===== src/tmc_pkg.sv =====
// Package: register map, field positions and timing for the thermal monitor control
package tmc_pkg;

  // ---------------------------------------------------------------
  // Register byte addresses
  // ---------------------------------------------------------------
  localparam logic [11:0] ADDR_MISC_ENABLE   = 12'h000;
  localparam logic [11:0] ADDR_STATUS        = 12'h004;
  localparam logic [11:0] ADDR_INT_ENABLE    = 12'h008;
  localparam logic [11:0] ADDR_THROTTLE_CTL  = 12'h00c;
  localparam logic [11:0] ADDR_PERF_TARGET   = 12'h010;
  localparam logic [11:0] ADDR_VECTOR_ENTRY  = 12'h014;
  localparam logic [11:0] ADDR_OPERATING_PT  = 12'h018;
  localparam logic [11:0] ADDR_CORE_STATE    = 12'h01c;

  // ---------------------------------------------------------------
  // Field positions
  // ---------------------------------------------------------------
  localparam int MISC_DUTY_EN_BIT   = 3;
  localparam int MISC_FV_EN_BIT     = 13;
  localparam int CTL_MODE_SEL_BIT   = 16;
  localparam int STAT_HOT_BIT       = 0;
  localparam int STAT_LOG_BIT       = 1;
  localparam int INT_HIGH_EN_BIT    = 0;
  localparam int INT_LOW_EN_BIT     = 1;
  localparam int VEC_MASK_BIT       = 16;
  localparam int OP_W               = 16;
  localparam int VEC_W              = 8;

  // ---------------------------------------------------------------
  // Reset values
  // ---------------------------------------------------------------
  localparam logic [31:0] MISC_RESET       = 32'h0000_0000;
  localparam logic [31:0] INT_EN_RESET     = 32'h0000_0000;
  localparam logic [16:0] CTL_RESET        = 17'h0_0000;
  localparam logic [15:0] OP_RESET         = 16'h0000;
  localparam logic [VEC_W-1:0] VEC_RESET   = 8'h00;

  // ---------------------------------------------------------------
  // Timing
  // ---------------------------------------------------------------
  localparam int CLK_MHZ        = 250;
  localparam int MIN_ENGAGE_US  = 1000;
  localparam int MIN_ENGAGE_CYC = MIN_ENGAGE_US * CLK_MHZ;
  localparam int DUTY_PERIOD    = 8;
  localparam int DUTY_STOP      = 4;

  typedef enum logic [1:0] {
    TMC_IDLE,
    TMC_MIN_HOLD,
    TMC_WAIT_COOL
  } tmc_throttle_e;

  typedef struct packed {
    logic        duty_mode;
    logic        fv_mode;
  } tmc_mode_s;

endpackage : tmc_pkg


===== src/tmc_thermal_ctrl.sv =====
// Thermal monitor control: trip handling, throttle modes, status and interrupt
//
// Behaviour
// Catastrophic trip halts execution until reset; always enabled.
// Misc enable bit 3 enables duty-cycle throttling.
// Reset clears misc enable bit 3.
// Duty-cycle mode gates core clock internally; external stop pin unused.
// Frequency/voltage mode uses the same trip sensor.
// Early parts: frequency/voltage mode needs mode-select bit 16 and bit 3.
// Early parts: bit 3 set, mode-select clear selects duty-cycle mode.
// Later parts: misc enable bit 13 enables frequency/voltage mode.
// Engaged frequency/voltage mode drives target point from control bits 15:0.
// Firmware enables one mode; software never disables it.
// Software leaves the target operating-point field alone once programmed.
// Duty-cycle engaged: performance target takes effect immediately.
// Frequency/voltage engaged: performance target held until disengage.
// Status bit 0 read-only, shows engaged throttle state.
// Status bit 1 sticky log set on trip, reset to zero.
// Writing zero clears the log; writing one leaves it.
// Throttle stays engaged at least about 1 ms after trip.
// Then stays engaged until the sensor reports below trip.
// Interrupts held during clock stop, delivered afterwards.
// High enable bit 0 raises interrupt on rising trip.
// Low enable bit 1 raises interrupt on falling trip.
// Reset clears interrupt enables and masks the vector entry.
// Throttling never alters time stamp counter rate.
`timescale 1ns/1ns
module tmc_thermal_ctrl
  import tmc_pkg::*;
#(
  parameter int  MIN_ENGAGE = MIN_ENGAGE_CYC,
  parameter bit  EARLY_PART = 1'b0
) (
  // Clock and reset
  input  wire logic              sys_clk,
  input  wire logic              rst_b,
  // APB slave
  input  wire logic              psel,
  input  wire logic              penable,
  input  wire logic              pwrite,
  input  wire logic [11:0]       paddr,
  input  wire logic [31:0]       pwdata,
  output logic      [31:0]       prdata,
  output logic                   pready,
  output logic                   pslverr,
  // Temperature trip sensors
  input  wire logic              catastrophic_trip,
  input  wire logic              thermal_trip,
  // Core controls
  output logic                   core_halt,
  output logic                   core_clk_gate,
  output logic      [OP_W-1:0]   target_op_point,
  output logic                   fv_transition,
  output logic      [63:0]       time_stamp,
  // Local interrupt controller
  output logic                   thermal_irq,
  output logic      [VEC_W-1:0]  thermal_vector
);

  // ---------------------------------------------------------------
  // Pin synchronisers
  // ---------------------------------------------------------------
  logic [2:0] cat_sync;
  logic [2:0] trip_sync;
  logic       trip_level;

  always_ff @(posedge sys_clk or negedge rst_b) begin
    if (!rst_b) begin
      cat_sync  <= 3'h0;
      trip_sync <= 3'h0;
    end else begin
      cat_sync  <= {cat_sync[1:0], catastrophic_trip};
      trip_sync <= {trip_sync[1:0], thermal_trip};
    end
  end

  // A change counts once the second and third stages agree
  always_ff @(posedge sys_clk or negedge rst_b) begin
    if (!rst_b) begin
      trip_level <= 1'b0;
    end else if (trip_sync[1] == trip_sync[2]) begin
      trip_level <= trip_sync[2];
    end
  end

  // ---------------------------------------------------------------
  // Registers
  // ---------------------------------------------------------------
  logic [31:0]      misc_enable_register;
  logic [31:0]      thermal_interrupt_enables;
  logic [16:0]      second_throttle_control;
  logic [OP_W-1:0]  performance_target_register;
  logic [VEC_W:0]   local_vector_entries;
  logic             status_log;
  logic             engaged;
  logic             pending_irq;

  logic apb_wr;
  logic apb_rd;
  logic addr_ok;
  assign apb_wr  = psel && penable && pwrite;
  assign apb_rd  = psel && penable && !pwrite;
  assign pready  = 1'b1;
  assign addr_ok = (paddr == ADDR_MISC_ENABLE) || (paddr == ADDR_STATUS)
                || (paddr == ADDR_INT_ENABLE) || (paddr == ADDR_THROTTLE_CTL)
                || (paddr == ADDR_PERF_TARGET) || (paddr == ADDR_VECTOR_ENTRY)
                || (paddr == ADDR_OPERATING_PT) || (paddr == ADDR_CORE_STATE);
  assign pslverr = psel && penable && !addr_ok;

  // ---------------------------------------------------------------
  // Write strobes, one per writable register
  // ---------------------------------------------------------------
  function automatic logic wr_hit(input logic        wr,
                                  input logic [11:0] a,
                                  input logic [11:0] target);
    return wr && (a == target);
  endfunction : wr_hit

  logic wr_misc;
  logic wr_status;
  logic wr_int_en;
  logic wr_ctl;
  logic wr_vec;
  logic wr_perf;
  assign wr_misc   = wr_hit(apb_wr, paddr, ADDR_MISC_ENABLE);
  assign wr_status = wr_hit(apb_wr, paddr, ADDR_STATUS);
  assign wr_int_en = wr_hit(apb_wr, paddr, ADDR_INT_ENABLE);
  assign wr_ctl    = wr_hit(apb_wr, paddr, ADDR_THROTTLE_CTL);
  assign wr_vec    = wr_hit(apb_wr, paddr, ADDR_VECTOR_ENTRY);
  assign wr_perf   = wr_hit(apb_wr, paddr, ADDR_PERF_TARGET);

  always_ff @(posedge sys_clk or negedge rst_b) begin
    if (!rst_b) begin
      misc_enable_register <= MISC_RESET;
    end else if (wr_misc) begin
      misc_enable_register <= pwdata;
    end
  end

  always_ff @(posedge sys_clk or negedge rst_b) begin
    if (!rst_b) begin
      thermal_interrupt_enables <= INT_EN_RESET;
    end else if (wr_int_en) begin
      thermal_interrupt_enables <= pwdata;
    end
  end

  always_ff @(posedge sys_clk or negedge rst_b) begin
    if (!rst_b) begin
      second_throttle_control <= CTL_RESET;
    end else if (wr_ctl) begin
      second_throttle_control <= pwdata[16:0];
    end
  end

  // Vector entry: mask bit plus vector number; reset masked
  always_ff @(posedge sys_clk or negedge rst_b) begin
    if (!rst_b) begin
      local_vector_entries <= {1'b1, VEC_RESET};
    end else if (wr_vec) begin
      local_vector_entries <= {pwdata[VEC_MASK_BIT], pwdata[VEC_W-1:0]};
    end
  end

  always_ff @(posedge sys_clk or negedge rst_b) begin
    if (!rst_b) begin
      performance_target_register <= OP_RESET;
    end else if (wr_perf) begin
      performance_target_register <= pwdata[OP_W-1:0];
    end
  end

  // ---------------------------------------------------------------
  // Mode selection
  // ---------------------------------------------------------------
  tmc_mode_s mode;
  always_comb begin
    if (EARLY_PART) begin
      mode.fv_mode   = misc_enable_register[MISC_DUTY_EN_BIT]
                    && second_throttle_control[CTL_MODE_SEL_BIT];
      mode.duty_mode = misc_enable_register[MISC_DUTY_EN_BIT]
                    && !second_throttle_control[CTL_MODE_SEL_BIT];
    end else begin
      mode.fv_mode   = misc_enable_register[MISC_FV_EN_BIT];
      mode.duty_mode = misc_enable_register[MISC_DUTY_EN_BIT]
                    && !misc_enable_register[MISC_FV_EN_BIT];
    end
  end

  // ---------------------------------------------------------------
  // Catastrophic halt
  // ---------------------------------------------------------------
  always_ff @(posedge sys_clk or negedge rst_b) begin
    if (!rst_b) begin
      core_halt <= 1'b0;
    end else if (cat_sync[2] && cat_sync[1]) begin
      core_halt <= 1'b1;
    end
  end

  // ---------------------------------------------------------------
  // Throttle engage state machine
  // ---------------------------------------------------------------
  tmc_throttle_e state;
  logic [31:0]   hold_cnt;
  logic          any_mode;
  assign any_mode = mode.duty_mode || mode.fv_mode;

  always_ff @(posedge sys_clk or negedge rst_b) begin
    if (!rst_b) begin
      state    <= TMC_IDLE;
      hold_cnt <= 32'h0;
    end else begin
      case (state)
        TMC_IDLE: begin
          if (trip_level && any_mode) begin
            state    <= TMC_MIN_HOLD;
            hold_cnt <= 32'(MIN_ENGAGE - 1);
          end
        end
        TMC_MIN_HOLD: begin
          if (hold_cnt == 32'h0) begin
            state <= TMC_WAIT_COOL;
          end else begin
            hold_cnt <= hold_cnt - 32'h1;
          end
        end
        TMC_WAIT_COOL: begin
          if (!trip_level) begin
            state <= TMC_IDLE;
          end
        end
        default: state <= TMC_IDLE;
      endcase
    end
  end
  assign engaged = (state != TMC_IDLE);

  // ---------------------------------------------------------------
  // Duty-cycle gating of the core clock (internal stop-clock)
  // ---------------------------------------------------------------
  // Free-running phase counter; one wrap is one stop-clock period
  localparam int DUTY_W = $clog2(DUTY_PERIOD);
  logic [DUTY_W-1:0] duty_cnt;
  always_ff @(posedge sys_clk or negedge rst_b) begin
    if (!rst_b) begin
      duty_cnt <= '0;
    end else begin
      duty_cnt <= duty_cnt + 1'b1;
    end
  end

  always_ff @(posedge sys_clk or negedge rst_b) begin
    if (!rst_b) begin
      core_clk_gate <= 1'b0;
    end else begin
      core_clk_gate <= (engaged && mode.duty_mode && 32'(duty_cnt) < DUTY_STOP)
                    || core_halt;
    end
  end

  // ---------------------------------------------------------------
  // Operating point: thermal target vs. performance target
  // ---------------------------------------------------------------
  logic fv_engaged;
  assign fv_engaged = engaged && mode.fv_mode;

  always_ff @(posedge sys_clk or negedge rst_b) begin
    if (!rst_b) begin
      target_op_point <= OP_RESET;
      fv_transition   <= 1'b0;
    end else begin
      fv_transition <= fv_engaged;
      if (fv_engaged) begin
        target_op_point <= second_throttle_control[OP_W-1:0];
      end else begin
        target_op_point <= performance_target_register;
      end
    end
  end

  // ---------------------------------------------------------------
  // Status log
  // ---------------------------------------------------------------
  always_ff @(posedge sys_clk or negedge rst_b) begin
    if (!rst_b) begin
      status_log <= 1'b0;
    end else if (trip_level) begin
      status_log <= 1'b1;
    end else if (wr_status && !pwdata[STAT_LOG_BIT]) begin
      status_log <= 1'b0;
    end
  end

  // ---------------------------------------------------------------
  // Thermal interrupt, held off while the clock is stopped
  // ---------------------------------------------------------------
  logic trip_prev;
  logic rise_evt;
  logic fall_evt;
  always_ff @(posedge sys_clk or negedge rst_b) begin
    if (!rst_b) begin
      trip_prev <= 1'b0;
    end else begin
      trip_prev <= trip_level;
    end
  end
  assign rise_evt = trip_level && !trip_prev
                 && thermal_interrupt_enables[INT_HIGH_EN_BIT];
  assign fall_evt = !trip_level && trip_prev
                 && thermal_interrupt_enables[INT_LOW_EN_BIT];

  // A new event wins over delivery in the same cycle, so none is lost
  always_ff @(posedge sys_clk or negedge rst_b) begin
    if (!rst_b) begin
      pending_irq <= 1'b0;
    end else if (rise_evt || fall_evt) begin
      pending_irq <= 1'b1;
    end else if (!core_clk_gate && !local_vector_entries[VEC_W]) begin
      pending_irq <= 1'b0;
    end
  end

  always_ff @(posedge sys_clk or negedge rst_b) begin
    if (!rst_b) begin
      thermal_irq <= 1'b0;
    end else begin
      thermal_irq <= pending_irq && !core_clk_gate && !local_vector_entries[VEC_W];
    end
  end
  assign thermal_vector = local_vector_entries[VEC_W-1:0];

  // ---------------------------------------------------------------
  // Time stamp counter runs on the undivided clock
  // ---------------------------------------------------------------
  always_ff @(posedge sys_clk or negedge rst_b) begin
    if (!rst_b) begin
      time_stamp <= 64'h0;
    end else begin
      time_stamp <= time_stamp + 64'h1;
    end
  end

  // ---------------------------------------------------------------
  // Read mux
  // ---------------------------------------------------------------
  always_comb begin
    prdata = 32'h0;
    if (!apb_rd) begin
      prdata = 32'h0;
    end else if (paddr == ADDR_MISC_ENABLE) begin
      prdata = misc_enable_register;
    end else if (paddr == ADDR_STATUS) begin
      prdata[STAT_HOT_BIT] = engaged;
      prdata[STAT_LOG_BIT] = status_log;
    end else if (paddr == ADDR_INT_ENABLE) begin
      prdata = thermal_interrupt_enables;
    end else if (paddr == ADDR_THROTTLE_CTL) begin
      prdata[16:0] = second_throttle_control;
    end else if (paddr == ADDR_PERF_TARGET) begin
      prdata[OP_W-1:0] = performance_target_register;
    end else if (paddr == ADDR_VECTOR_ENTRY) begin
      prdata[VEC_MASK_BIT] = local_vector_entries[VEC_W];
      prdata[VEC_W-1:0]    = local_vector_entries[VEC_W-1:0];
    end else if (paddr == ADDR_OPERATING_PT) begin
      prdata[OP_W-1:0] = target_op_point;
    end else if (paddr == ADDR_CORE_STATE) begin
      prdata[0] = core_halt;
      prdata[1] = core_clk_gate;
      prdata[2] = pending_irq;
    end
  end

endmodule : tmc_thermal_ctrl


===== config.mk =====
export PLATFORM = sky130hd
export DESIGN_NAME = tmc_thermal_ctrl
export DESIGN_NICKNAME = d
export VERILOG_FILES = /design/src/tmc_pkg.sv /design/src/tmc_thermal_ctrl.sv
export SDC_FILE = /design/constraint.sdc
export NUM_CORES = 1
export LEC_CHECK = 0
export BUFFER_PORTS_ARGS = -buffer_cell sky130_fd_sc_hd__clkbuf_2
export CORE_MARGIN = 4
export CORE_UTILIZATION = 57
export DETAILED_ROUTE_END_ITERATION = 16
export MAX_ROUTING_LAYER = met4
export PLACE_DENSITY_LB_ADDON = 0.25
export SLEW_MARGIN = 20
export SYNTH_ARGS = -nofsm -noshare
export SYNTH_HDL_FRONTEND = slang
export SYNTH_SLANG_ARGS = --single-unit

===== constraint.sdc =====
create_clock -name sys_clk -period 2.9 [get_ports sys_clk]
set_input_delay 0.29 -clock sys_clk [delete_from_list [all_inputs] [get_ports sys_clk]]
set_output_delay 0.29 -clock sys_clk [all_outputs]
set_load 0.02 [all_outputs]

* After elaboration in Yosys (flattened, before gate mapping)
Index checks and enable logic that the tools add are counted.
Cells by class: magnitude comparators 1, equal/unequal tests 14, reductions and logical operators 51, multiplexer cells 27, add/subtract/negate cells 3
Operators by type and width (number):
- 32-bit two-way mux | 4
- 64-bit by 1-bit adder with 64-bit output, second input constant | 1
- 32-bit case mux with 2 select lines | 1
- 12-bit by 5-bit equality test with 1-bit output, second input constant | 4
- 17-bit two-way mux | 2
- 32-bit logical NOT | 1
- 16-bit two-way mux | 2
- 32-bit by 1-bit subtractor with 32-bit output, second input constant | 1
- 30-bit two-way mux | 1
- 12-bit by 4-bit equality test with 1-bit output, second input constant | 2
- 1-bit logical AND | 24
- 8-bit two-way mux | 2
- 15-bit two-way mux | 1
- 13-bit two-way mux | 1
- 12-bit by 3-bit equality test with 1-bit output, second input constant | 1
- 12-bit logical NOT | 1
- 1-bit logical OR | 10
- 1-bit logical NOT | 8
- 2-bit two-way mux | 4
- 2-bit != test, second input constant | 4
- 2-bit nonzero test | 4
- 1-bit two-way mux | 6
- 3-bit two-way mux | 2
- 2-bit case mux with 3 select lines | 1
- other kinds (7) | 8
Storage, ports and cells: bits in registers 237, logic and storage cells 116, output and inout bits 126

* Depth between registers and ports, before layout
Gate-level depths: netlist of the first run.
depth after elaboration 10, mapped depth 8, gate-level depth less buffers 8

* Worst setup path before layout of the first run
Ideal clock, no wire load.
path type input-to-output, from input port paddr[10], to output port prdata[10], arrival time 2.165 ns, stages on the path 7, setup slack 0.445 ns, data required time 2.610 ns, path through nor4_1 and3_1 nand2_1 or3_1 clkbuf_1 nor2_1 a32o_1
On the way: longest elaborated chain between the ends 9, elaborated cells on any way between the ends 15
RTL lines:
- start: declaration | line tmc_thermal_ctrl.sv:41 | input wire logic [11:0] paddr,
- 12-bit by 5-bit equality test with 1-bit output | line tmc_thermal_ctrl.sv:365 | end else if (paddr == ADDR_OPERATING_PT) begin
- 13-bit two-way mux | line tmc_thermal_ctrl.sv:365
- 8-bit two-way mux | line tmc_thermal_ctrl.sv:362 | end else if (paddr == ADDR_VECTOR_ENTRY) begin
- 16-bit two-way mux | line tmc_thermal_ctrl.sv:360 | end else if (paddr == ADDR_PERF_TARGET) begin
- 17-bit two-way mux | line tmc_thermal_ctrl.sv:358 | end else if (paddr == ADDR_THROTTLE_CTL) begin
- 17-bit two-way mux | line tmc_thermal_ctrl.sv:356 | end else if (paddr == ADDR_INT_ENABLE) begin
- 30-bit two-way mux | line tmc_thermal_ctrl.sv:353 | end else if (paddr == ADDR_STATUS) begin
- 32-bit two-way mux (*) | line tmc_thermal_ctrl.sv:351 | end else if (paddr == ADDR_MISC_ENABLE) begin
- 32-bit two-way mux (*) | line tmc_thermal_ctrl.sv:349 | if (!apb_rd) begin
- end: declaration | line tmc_thermal_ctrl.sv:43 | output logic [31:0] prdata,
Mark *: on every way between the ends. The rest lies on a longest branch, timed or not.

* Worst setup path in the final report of the first run
from input port paddr[10], to output port prdata[15]
The elaborated chain is that of the path after synthesis.

==> impl_metrics.tcl, run 1 <==
set metrics [dict create \
    drive_above_1_share_pct 36.1 \
    multi_input_area_sq_um 4890 \
    die_w_um 147 \
    critPathLaunchType "primary input" \
    grt.total_usage_pct 24.2 \
    crit_fanout 9 \
    instances_no_fill 1409 \
    dieArea_sq_um 21700 \
    dp_slack_ns 0.311 \
    antenna_cells 0 \
    finalCritPeriodShare_pct 91.0 \
    cts_made_buffers 25 \
    path_class "in2out" \
    clock_sinks 237 \
    dpl_cell_area_sq_um 12400 \
    gp_congestion 0.883 \
    final_area_sq_um 13300 \
    synth_most_common_cell "dfrtp_1" \
    drc 0 \
    cts_hold_buf 3 \
    grt_max_degree 80 \
    num_vias 7984 \
    clk_pin_slew_ns 0.06 \
    fin_skew_ns 0.0175 \
    synth-edff-count 0 \
    fmax_ghz 0.379 \
    netlist.top_cell.by_area "dfrtp_1" \
    root_buffer "clkbuf_16" \
    dp_hpwl_mm 17.6 \
    ys_ff_latch 237 \
    syn_area_sq_um 11100 \
    arrival_ns 2.35 \
    finalSetupViolCount 0 \
    drv_cap 0 \
    power_leakage_nw 6.67 \
    dp_cells 1361 \
    r2r_end "time_stamp[58]" \
    ir_worst_vdd_uv 446 \
    grt_pass1_vias 8088 \
    yosysTopAreaCellShare_pct 53.3 \
    critical_path_required_ns 2.61 \
    start_util_pct 58.6 \
    drt_first_pass_iters 5 \
    period_needed_ns 2.64 \
    syn_nets 992 \
    totalWireLength_mm 25.4 \
    holdWs_ns 0.0250 \
    async_flop_share_pct 100 \
    coreArea_sq_um 18900 \
    power_density_nw_per_um2 542 \
    cp-end-kind "output pin" \
    synth_common_cells "dfrtp_1, mux2_2, nor2_1" \
    clockBufferDepth 3 \
    hold_path_depth 2 \
    globalRouteOverflowTotal 0 \
    detail_route.vias_per_cell 5.67 \
    fin_nets 1186 \
    wl_per_cell_um 18.1 \
    hold_class "in2reg" \
    fillers 1422 \
    ys_warn_count 0 \
    rsz0062_at_grt "no" \
    worstRegToRegCells 6 \
    finalSetupTns_ns 0 \
    worst_pin_slew_ns 0.970 \
    seq_area_sq_um 5930 \
    syn_area_per_cell_sq_um 11.8 \
    synthToLayoutAreaGrowth_pct 19.7 \
    hold_start "pwdata[27]" \
    synth_ff_type "dfrtp_1" \
    fp-row-count 50 \
    setup_ws_ns 0.262 \
    synth_area_leaders "dfrtp_1, mux2_2, xnor2_1" \
    rr_startpoint "time_stamp[14]" \
    cts_tree "done" \
    drt-initial-drc-count 594 \
    synth.distinct_cells 63 \
    status "finished, final reports clean" \
    antenna_found_initial 0 \
    slew_headroom_pct 34.8 \
    ios 177 \
    grt_pass1_wl_mm 42.0 \
    hold_violations 0 \
    h-tree-depth 1 \
    die_height_um 147 \
    port_buffers 175 \
    finalMaxSlewViolations 0 \
    insertion_delay_ns 0.51 \
    drtAntennaViolNets 0 \
    post_cts_resized 0 \
    r2r_slack_ns 0.33 \
    hold_end "thermal_interrupt_enables[27]" \
    cts_setup_buffers 0 \
    syn_inst 937 \
    ys_seq_area_share_pct 53.6 \
]
worst max path at each step:
stage                   start        endpoint  slack (ns)  depth (start not counted)
6_report            paddr[10]      prdata[15]        0.26                          9
4_1_cts             paddr[10]      prdata[13]        0.28                          9
3_3_place_gp        paddr[10]      prdata[15]        0.35                          9
2_1_floorplan       paddr[10]      prdata[10]        0.45                          7
3_5_place_dp        paddr[10]      prdata[15]        0.31                          9
5_1_grt        time_stamp[14]  time_stamp[58]        0.14                          6
state kept, by name (all words and copies together), names as in the netlist, 3 cells and up:
signal and count:
time_stamp 64, cat_sync 3, trip_sync 3, misc_enable_register 32, local_vector_entries 9, second_throttle_control 17, hold_cnt 32, duty_cnt 3
thermal_interrupt_enables 32, target_op_point 16, performance_target_register 16
per-layer routing:
metal	vias to the layer above	global-route usage [%]	share of wire, %
li1	3722	-	-
met1	3988	32.4	44
met2	230	39.3	48
met3	44	4.11	5.7
met4	0	5.59	2.2
met5	-	-	0
logic make-up (layout without fill, tap and decap cells):
kind of cell	count (synthesis)	in the layout	synth area share [%]
simple gates	304	304	14.6
xor+xnor	87	87	6.88
mux	162	162	16.6
buf+inv	56	268	2.33
flops	237	237	53.6
fa+ha+maj	5	5	0.542
other cells	1	1	0.0339
compound gates	85	85	5.48
placed cells by master (no fill, tap or decap), types with 9 or more instances in the layout:
cell       count
dfrtp_1      236
mux2i_1       27
nor2_1        69
clkbuf_16     25
xor2_1        23
xnor2_1       64
nand4_1       17
nor4_1        12
clkbuf_2     174
nand2_1       68
nand3_1       44
or4_1         10
mux2_2       131
and3_1         9
nor3_1        18
inv_1         12
buf_4         30
o21ai_0       22
a21oi_1       17
power by group:
| group | switching (W) | internal [W] | leakage (nW) |
|---|---|---|---|
| sequential | 0.0000358 | 0.00334 | 3.25 |
| clock | 0.00132 | 0.00196 | 0.410 |
| combinational | 0.000335 | 0.000199 | 3.00 |
| total | 0.00169 | 0.00550 | 6.67 |
layout make-up:
class,count,share of cell area [%]
clock inverter,16,1.36
multi-input combinational,644,36.9
timing repair buffer,211,9.06
sequential,237,44.8
tap,260,2.45
clock buffer,29,5.13
inverter,12,0.340
metrics by stage:
| step | total power [W] | util (%) |
|---|---|---|
| after floorplan | 0.00375 | - |
| after global routing | 0.00749 | 70.2 |
| after CTS | 0.00725 | 70.2 |
| after global placement | 0.00396 | 65.4 |
| final | 0.00719 | 70.2 |
| after detailed placement | 0.00397 | 65.4 |
worst max-delay path, stage by stage:
cell,delay (ns)
clkbuf_2,0.08
nor4_1,0.41
and3_1,0.29
nand2_1,0.20
or3_1,0.42
nor2_1,0.09
buf_4,0.20
a32o_1,0.18
clkbuf_2,0.18
Power figures use the tool's default switching activity.
==> run 2, diff against run 1 <==
==> constraint.sdc (replaced) <==
create_clock -name sys_clk -period 2.75 [get_ports sys_clk]
set_input_delay 0.275 -clock sys_clk [delete_from_list [all_inputs] [get_ports sys_clk]]
set_output_delay 0.275 -clock sys_clk [all_outputs]
set_load 0.02 [all_outputs]
==> run 2 against run 1 <==
  * Global-route usage rose by 0.96 points
  * Clock skew fell by 0.00084 ns
  * First-iteration DRC count is 38% lower
  * Combinational power increased by 13%
  * Sequential cell count did not move
  * Cell count up 1.3%
  * Sequential share of layout area down 0.73 points
  * Sequential power up 5%
  * Die area stayed put
  * Power up 9.8%
  * Register-to-register slack got worse by 0.17 ns
  * Via count is 1.4% higher
  * Critical path type is now reg2reg
  * Largest power group is now the clock network
  * Highest routed layer unchanged
==> impl_metrics.tcl, run 2 (synthesized netlist as in run 1, its figures left out) <==
set metrics [dict create \
    status "finished, final reports clean" \
    totalWireLength_mm 26.4 \
    grt_max_degree 99 \
    cts_setup_buffers 0 \
    top_usage_layer "met2" \
    worst_pin_slew_ns 0.935 \
    crit_fanout 9 \
    finalMaxSlewViolations 0 \
    grt_pass1_vias 8393 \
    worstRegToRegCells 6 \
    critical_path_required_ns 3.17 \
    synthToLayoutAreaGrowth_pct 21.7 \
    h-tree-depth 1 \
    r2r_slack_ns 0.16 \
    cts_made_buffers 26 \
    top_register "time_stamp" \
    fillers 1394 \
    fin_util_pct 71.3 \
    hold_start "pwdata[28]" \
    die_w_um 147 \
    power_density_nw_per_um2 586 \
    globalRouteOverflowTotal 0 \
    hold_path_depth 2 \
    rsz0062_at_grt "no" \
    largest_register_ffs 64 \
    r2r_end "hold_cnt[4]" \
    fin_nets 1202 \
    path_class "reg2reg" \
    finalSetupViolCount 0 \
    cp-end-kind "flip-flop" \
    drt_first_pass_iters 4 \
    clock_sinks 237 \
    grt_pass1_wl_mm 43.7 \
    port_buffers 175 \
    antenna_found_initial 1 \
    cts_tree "done" \
    grt.total_usage_pct 25.1 \
    power_w 0.00789 \
    rr_startpoint "hold_cnt[10]" \
    fmax_ghz 0.385 \
    root_buffer "clkbuf_16" \
    num_vias 8096 \
    gp_congestion 0.871 \
    dp_hpwl_mm 18.0 \
    slew_headroom_pct 37.2 \
    insertion_delay_ns 0.52 \
    finalCritPeriodShare_pct 94.4 \
    detail_route.vias_per_cell 5.67 \
    ir_worst_vdd_uv 613 \
    start_util_pct 58.6 \
    coreArea_sq_um 18900 \
    drt-initial-drc-count 369 \
    fp-row-count 50 \
    final_common_cell "dfrtp_1" \
    clk_pin_slew_ns 0.06 \
    arrival_ns 3.02 \
    hold_violations 0 \
    drtAntennaViolNets 0 \
    hold_class "in2reg" \
    fin_skew_ns 0.0167 \
    critPathLaunchType "flip-flop" \
    period_needed_ns 2.59 \
    drv_cap 0 \
    drc 0 \
    met1_usage_pct 33.1 \
    dieArea_sq_um 21700 \
    wl_per_cell_um 18.5 \
    finalSetupTns_ns 0 \
    ios 177 \
    die_height_um 147 \
    met3_usage_pct 4.54 \
    clockBufferDepth 3 \
    layout_common_cells "dfrtp_1, clkbuf_2, mux2_2" \
    drive_above_1_share_pct 36.0 \
    power_leakage_nw 6.79 \
    globalRouteMet2Util_pct 41.1 \
    hold_end "thermal_interrupt_enables[28]" \
    seq_area_sq_um 5930 \
    multi_input_area_sq_um 4890 \
]
-- run 2: changes by cell type in the layout (fill, tap and decap cells not counted), sizes merged --
| cell | delta |
|---|---|
| buf | +4 |
| clkbuf | +10 |
| clkinv | +1 |
| clkinvlp | -6 |
| diode | +1 |
| dlygate4sd3 | +11 |
| inv | -2 |
-- run 2: area by class of cell --
cell class	instances	share of cell area, %
diodes	1	0.0186
clock buffers	39	6.02
clock inverters	9	1.00
inverters	12	0.334
multi-input cells	644	36.3
flip-flops and latches	237	44.0
well taps	260	2.41
repair buffers	226	9.86
-- run 2: how the worst max path moves through the flow --
stage	startpoint	to	slack, ns
global route	hold_cnt[10]	hold_cnt[5]	0.05
CTS	time_stamp[14]	time_stamp[58]	0.13
detailed placement	time_stamp[14]	time_stamp[60]	0.15
global placement	hold_cnt[10]	hold_cnt[4]	0.21
floorplan	paddr[10]	prdata[10]	0.33
finish	hold_cnt[10]	hold_cnt[4]	0.16
-- run 2: where the power goes --
group          internal (W)  total (W)  leakage (nW)  switching, W
Clock               0.00232    0.00372         0.470       0.00140
Combinational      0.000237   0.000603          3.07      0.000366
Sequential          0.00352    0.00356          3.25     0.0000388
Total               0.00608    0.00789          6.79       0.00181
-- run 2: metrics by stage --
stage	setup WS, ns	hold slack [ns]	std cells	area [sq um]
after floorplan	0.325	-0.0206	937	11100
after global placement	0.214	0.157	1365	12400
after detailed placement	0.152	0.161	1365	12400
after CTS	0.128	0.000568	1427	13500
after global routing	0.0501	0.00582	1428	13500
final	0.155	0.00639	1428	13500
-- run 2: metal layers --
metal	wire length, um	share of wire, %
met2	12800	49
met4	646	2.4
met5	0	0
met3	1550	5.9
met1	11400	43
-- run 2: worst max-delay path: stages (launching register included) --
cell and delay, ns:
dfrtp_1 0.40, or4_4 0.57, or4_4 0.49, o41ai_4 0.62, buf_4 0.24, o211ai_1 0.10, o31ai_1 0.08
-- run 2: repair_timing --
item	4_1_cts	5_1_grt
hold endpoints to repair	54	0
gates resized for setup	0	1
hold buffers	14	0
setup endpoints to repair	0	2
==> run 3, diff against run 2 <==
--- a/config.mk
+++ b/config.mk
@@ -11,6 +11,7 @@
 export DETAILED_ROUTE_END_ITERATION = 16
 export MAX_ROUTING_LAYER = met4
 export PLACE_DENSITY_LB_ADDON = 0.25
+export RECOVER_POWER = 100
 export SLEW_MARGIN = 20
 export SYNTH_ARGS = -nofsm -noshare
 export SYNTH_HDL_FRONTEND = slang
==> run 3 against run 2 <==
  * The flow now finishes with violations (capacitance limit, slew limit)
  * Register-to-register slack lost 0.05 ns
  * Sequential cell count is the same
  * Worst hold slack is essentially flat
  * Cell area shrank 1.9%
  * Cell count is the same
  * Die area is the same
  * Non-clock buffer count is the same
  * Utilization shrank 1.4 points
  * Critical path depth is the same
  * Sequential power is essentially flat
  * Worst setup slack lost 0.048 ns
  * Global-route usage is the same
  * Highest routed layer unchanged
==> impl_metrics.tcl, run 3 (synthesized netlist as in run 1, its figures left out) <==
set metrics [dict create \
    r2r_end "hold_cnt[4]" \
    r2r_slack_ns 0.11 \
    multi_input_area_sq_um 4850 \
    gp_congestion 0.871 \
    critPathLaunch "hold_cnt[10]" \
    period_needed_ns 2.64 \
    cts_setup_buffers 0 \
    violations "capacitance limit, slew limit" \
    worstRegToRegCells 6 \
    clock_sinks 237 \
    wl_per_cell_um 18.5 \
    p_sw_share_pct 22.9 \
    power_w 0.00786 \
    ios 177 \
    power_frac_seq_pct 45.3 \
    slew_headroom_pct -35.3 \
    coreArea_sq_um 18900 \
    insertion_delay_ns 0.52 \
    finalSetupTns_ns 0 \
    cts_made_buffers 26 \
    power_leakage_nw 6.34 \
    grt_pass1_wl_mm 43.7 \
    hold_start "pwdata[20]" \
    layout_common_cells "dfrtp_1, clkbuf_1, mux2_2" \
    dieArea_sq_um 21700 \
    critPathLaunchType "flip-flop" \
    finalSetupViolCount 0 \
    final_common_cell "dfrtp_1" \
    seq_area_sq_um 5930 \
    critical_path_required_ns 3.17 \
    root_buffer "clkbuf_16" \
    detail_route.vias_per_cell 5.64 \
    hold_class "in2reg" \
    synthToLayoutAreaGrowth_pct 19.3 \
    worst_pin_slew_ns 2.03 \
    largest_register_ffs 64 \
    die_height_um 147 \
    status "finished, violations left" \
    final_area_sq_um 13200 \
    dp_hpwl_mm 18.0 \
    fp-row-count 50 \
    drt_first_pass_iters 5 \
    cp-end-kind "flip-flop" \
    top_register "time_stamp" \
    arrival_ns 3.06 \
    fillers 1463 \
    clockBufferDepth 3 \
    switchingPower_w 0.00180 \
    fin_skew_ns 0.0164 \
    ir_worst_vdd_uv 609 \
    instances_no_fill 1428 \
    start_util_pct 58.6 \
    endpoint "hold_cnt[4]" \
    power.share.clock_pct 47.4 \
    h-tree-depth 1 \
    cts_tree "done" \
    power_frac_comb_pct 7.3 \
    globalRouteOverflowTotal 0 \
    rsz0062_at_grt "no" \
    drtAntennaViolNets 0 \
    totalWireLength_mm 26.5 \
    crit_fanout 9 \
    fin_util_pct 69.9 \
    dp_cells 1365 \
    num_vias 8057 \
    dpl_cell_area_sq_um 12400 \
    drt-initial-drc-count 425 \
    drv_cap 1 \
    grt.total_usage_pct 25.1 \
    hold_violations 0 \
    clk_pin_slew_ns 0.06 \
    finalCritPeriodShare_pct 96.1 \
    drc 0 \
    grt_pass1_vias 8393 \
    path_class "reg2reg" \
    port_buffers 175 \
    finalMaxSlewViolations 34 \
    grt_max_degree 99 \
    power_density_nw_per_um2 595 \
    rr_startpoint "hold_cnt[10]" \
    internal_power_w 0.00606 \
    fin_nets 1202 \
    drive_above_1_share_pct 24.1 \
    die_w_um 147 \
    antenna_found_initial 1 \
    fmax_ghz 0.378 \
]
## run 3: changes by cell type in the layout (fill, tap and decap cells not counted), sizes merged
| cell | before | now |
|---|---|---|
| buf | 38 | 18 |
| clkbuf | 213 | 233 |
## run 3: cell type report
class                           count  area share, %
Clock inverter                      9           1.02
Timing Repair Buffer              226           8.42
Clock buffer                       39           6.14
Multi-Input combinational cell    644           36.7
Tap cell                          260           2.46
Sequential cell                   237           44.9
Antenna cell                        1         0.0189
Inverter                           12          0.341
## run 3: worst min-delay path by stage
| stage | to | cells after the start |
|---|---|---|
| 3_5_place_dp | misc_enable_register[30] | 1 |
| 3_3_place_gp | misc_enable_register[30] | 1 |
| 2_1_floorplan | cat_sync[0] | 0 |
| 5_1_grt | thermal_interrupt_enables[20] | 2 |
| 4_1_cts | misc_enable_register[20] | 2 |
| 6_report | misc_enable_register[20] | 2 |
## run 3: what timing repair did
action,CTS,global route
hold endpoints to repair,54,0
setup endpoints to repair,0,2
hold buffers,14,0
gates resized for setup,0,1
## run 3: power groups by stage
stage          logic [W]  clock network (W)  registers (W)
2_1_floorplan   0.000342                  0        0.00362
3_3_place_gp    0.000576                  0        0.00362
3_5_place_dp    0.000580                  0        0.00362
4_1_cts         0.000605            0.00378        0.00356
5_1_grt         0.000636            0.00395        0.00357
6_report        0.000575            0.00372        0.00356
## run 3: layer usage
layer,vias to the layer above,GRT usage (%),share of wire [%]
li1,3759,-,-
met1,4016,33.1,43
met2,240,41.1,49
met3,42,4.54,6.0
met4,0,6.20,2.3
met5,-,-,0
## run 3: worst max-delay path, stage by stage, from the launching register on
cell and delay (ns):
dfrtp_1 0.40, or4_4 0.57, or4_4 0.49, o41ai_4 0.62, clkbuf_1 0.26, o211ai_1 0.13, o31ai_1 0.08
## run 3: per-stage QoR
step,setup WS [ns],hold WS [ns]
finish,0.108,0.00598
CTS,0.128,0.000568
floorplan,0.325,-0.0206
global placement,0.214,0.157
global route,0.0263,0.00579
detailed placement,0.152,0.161
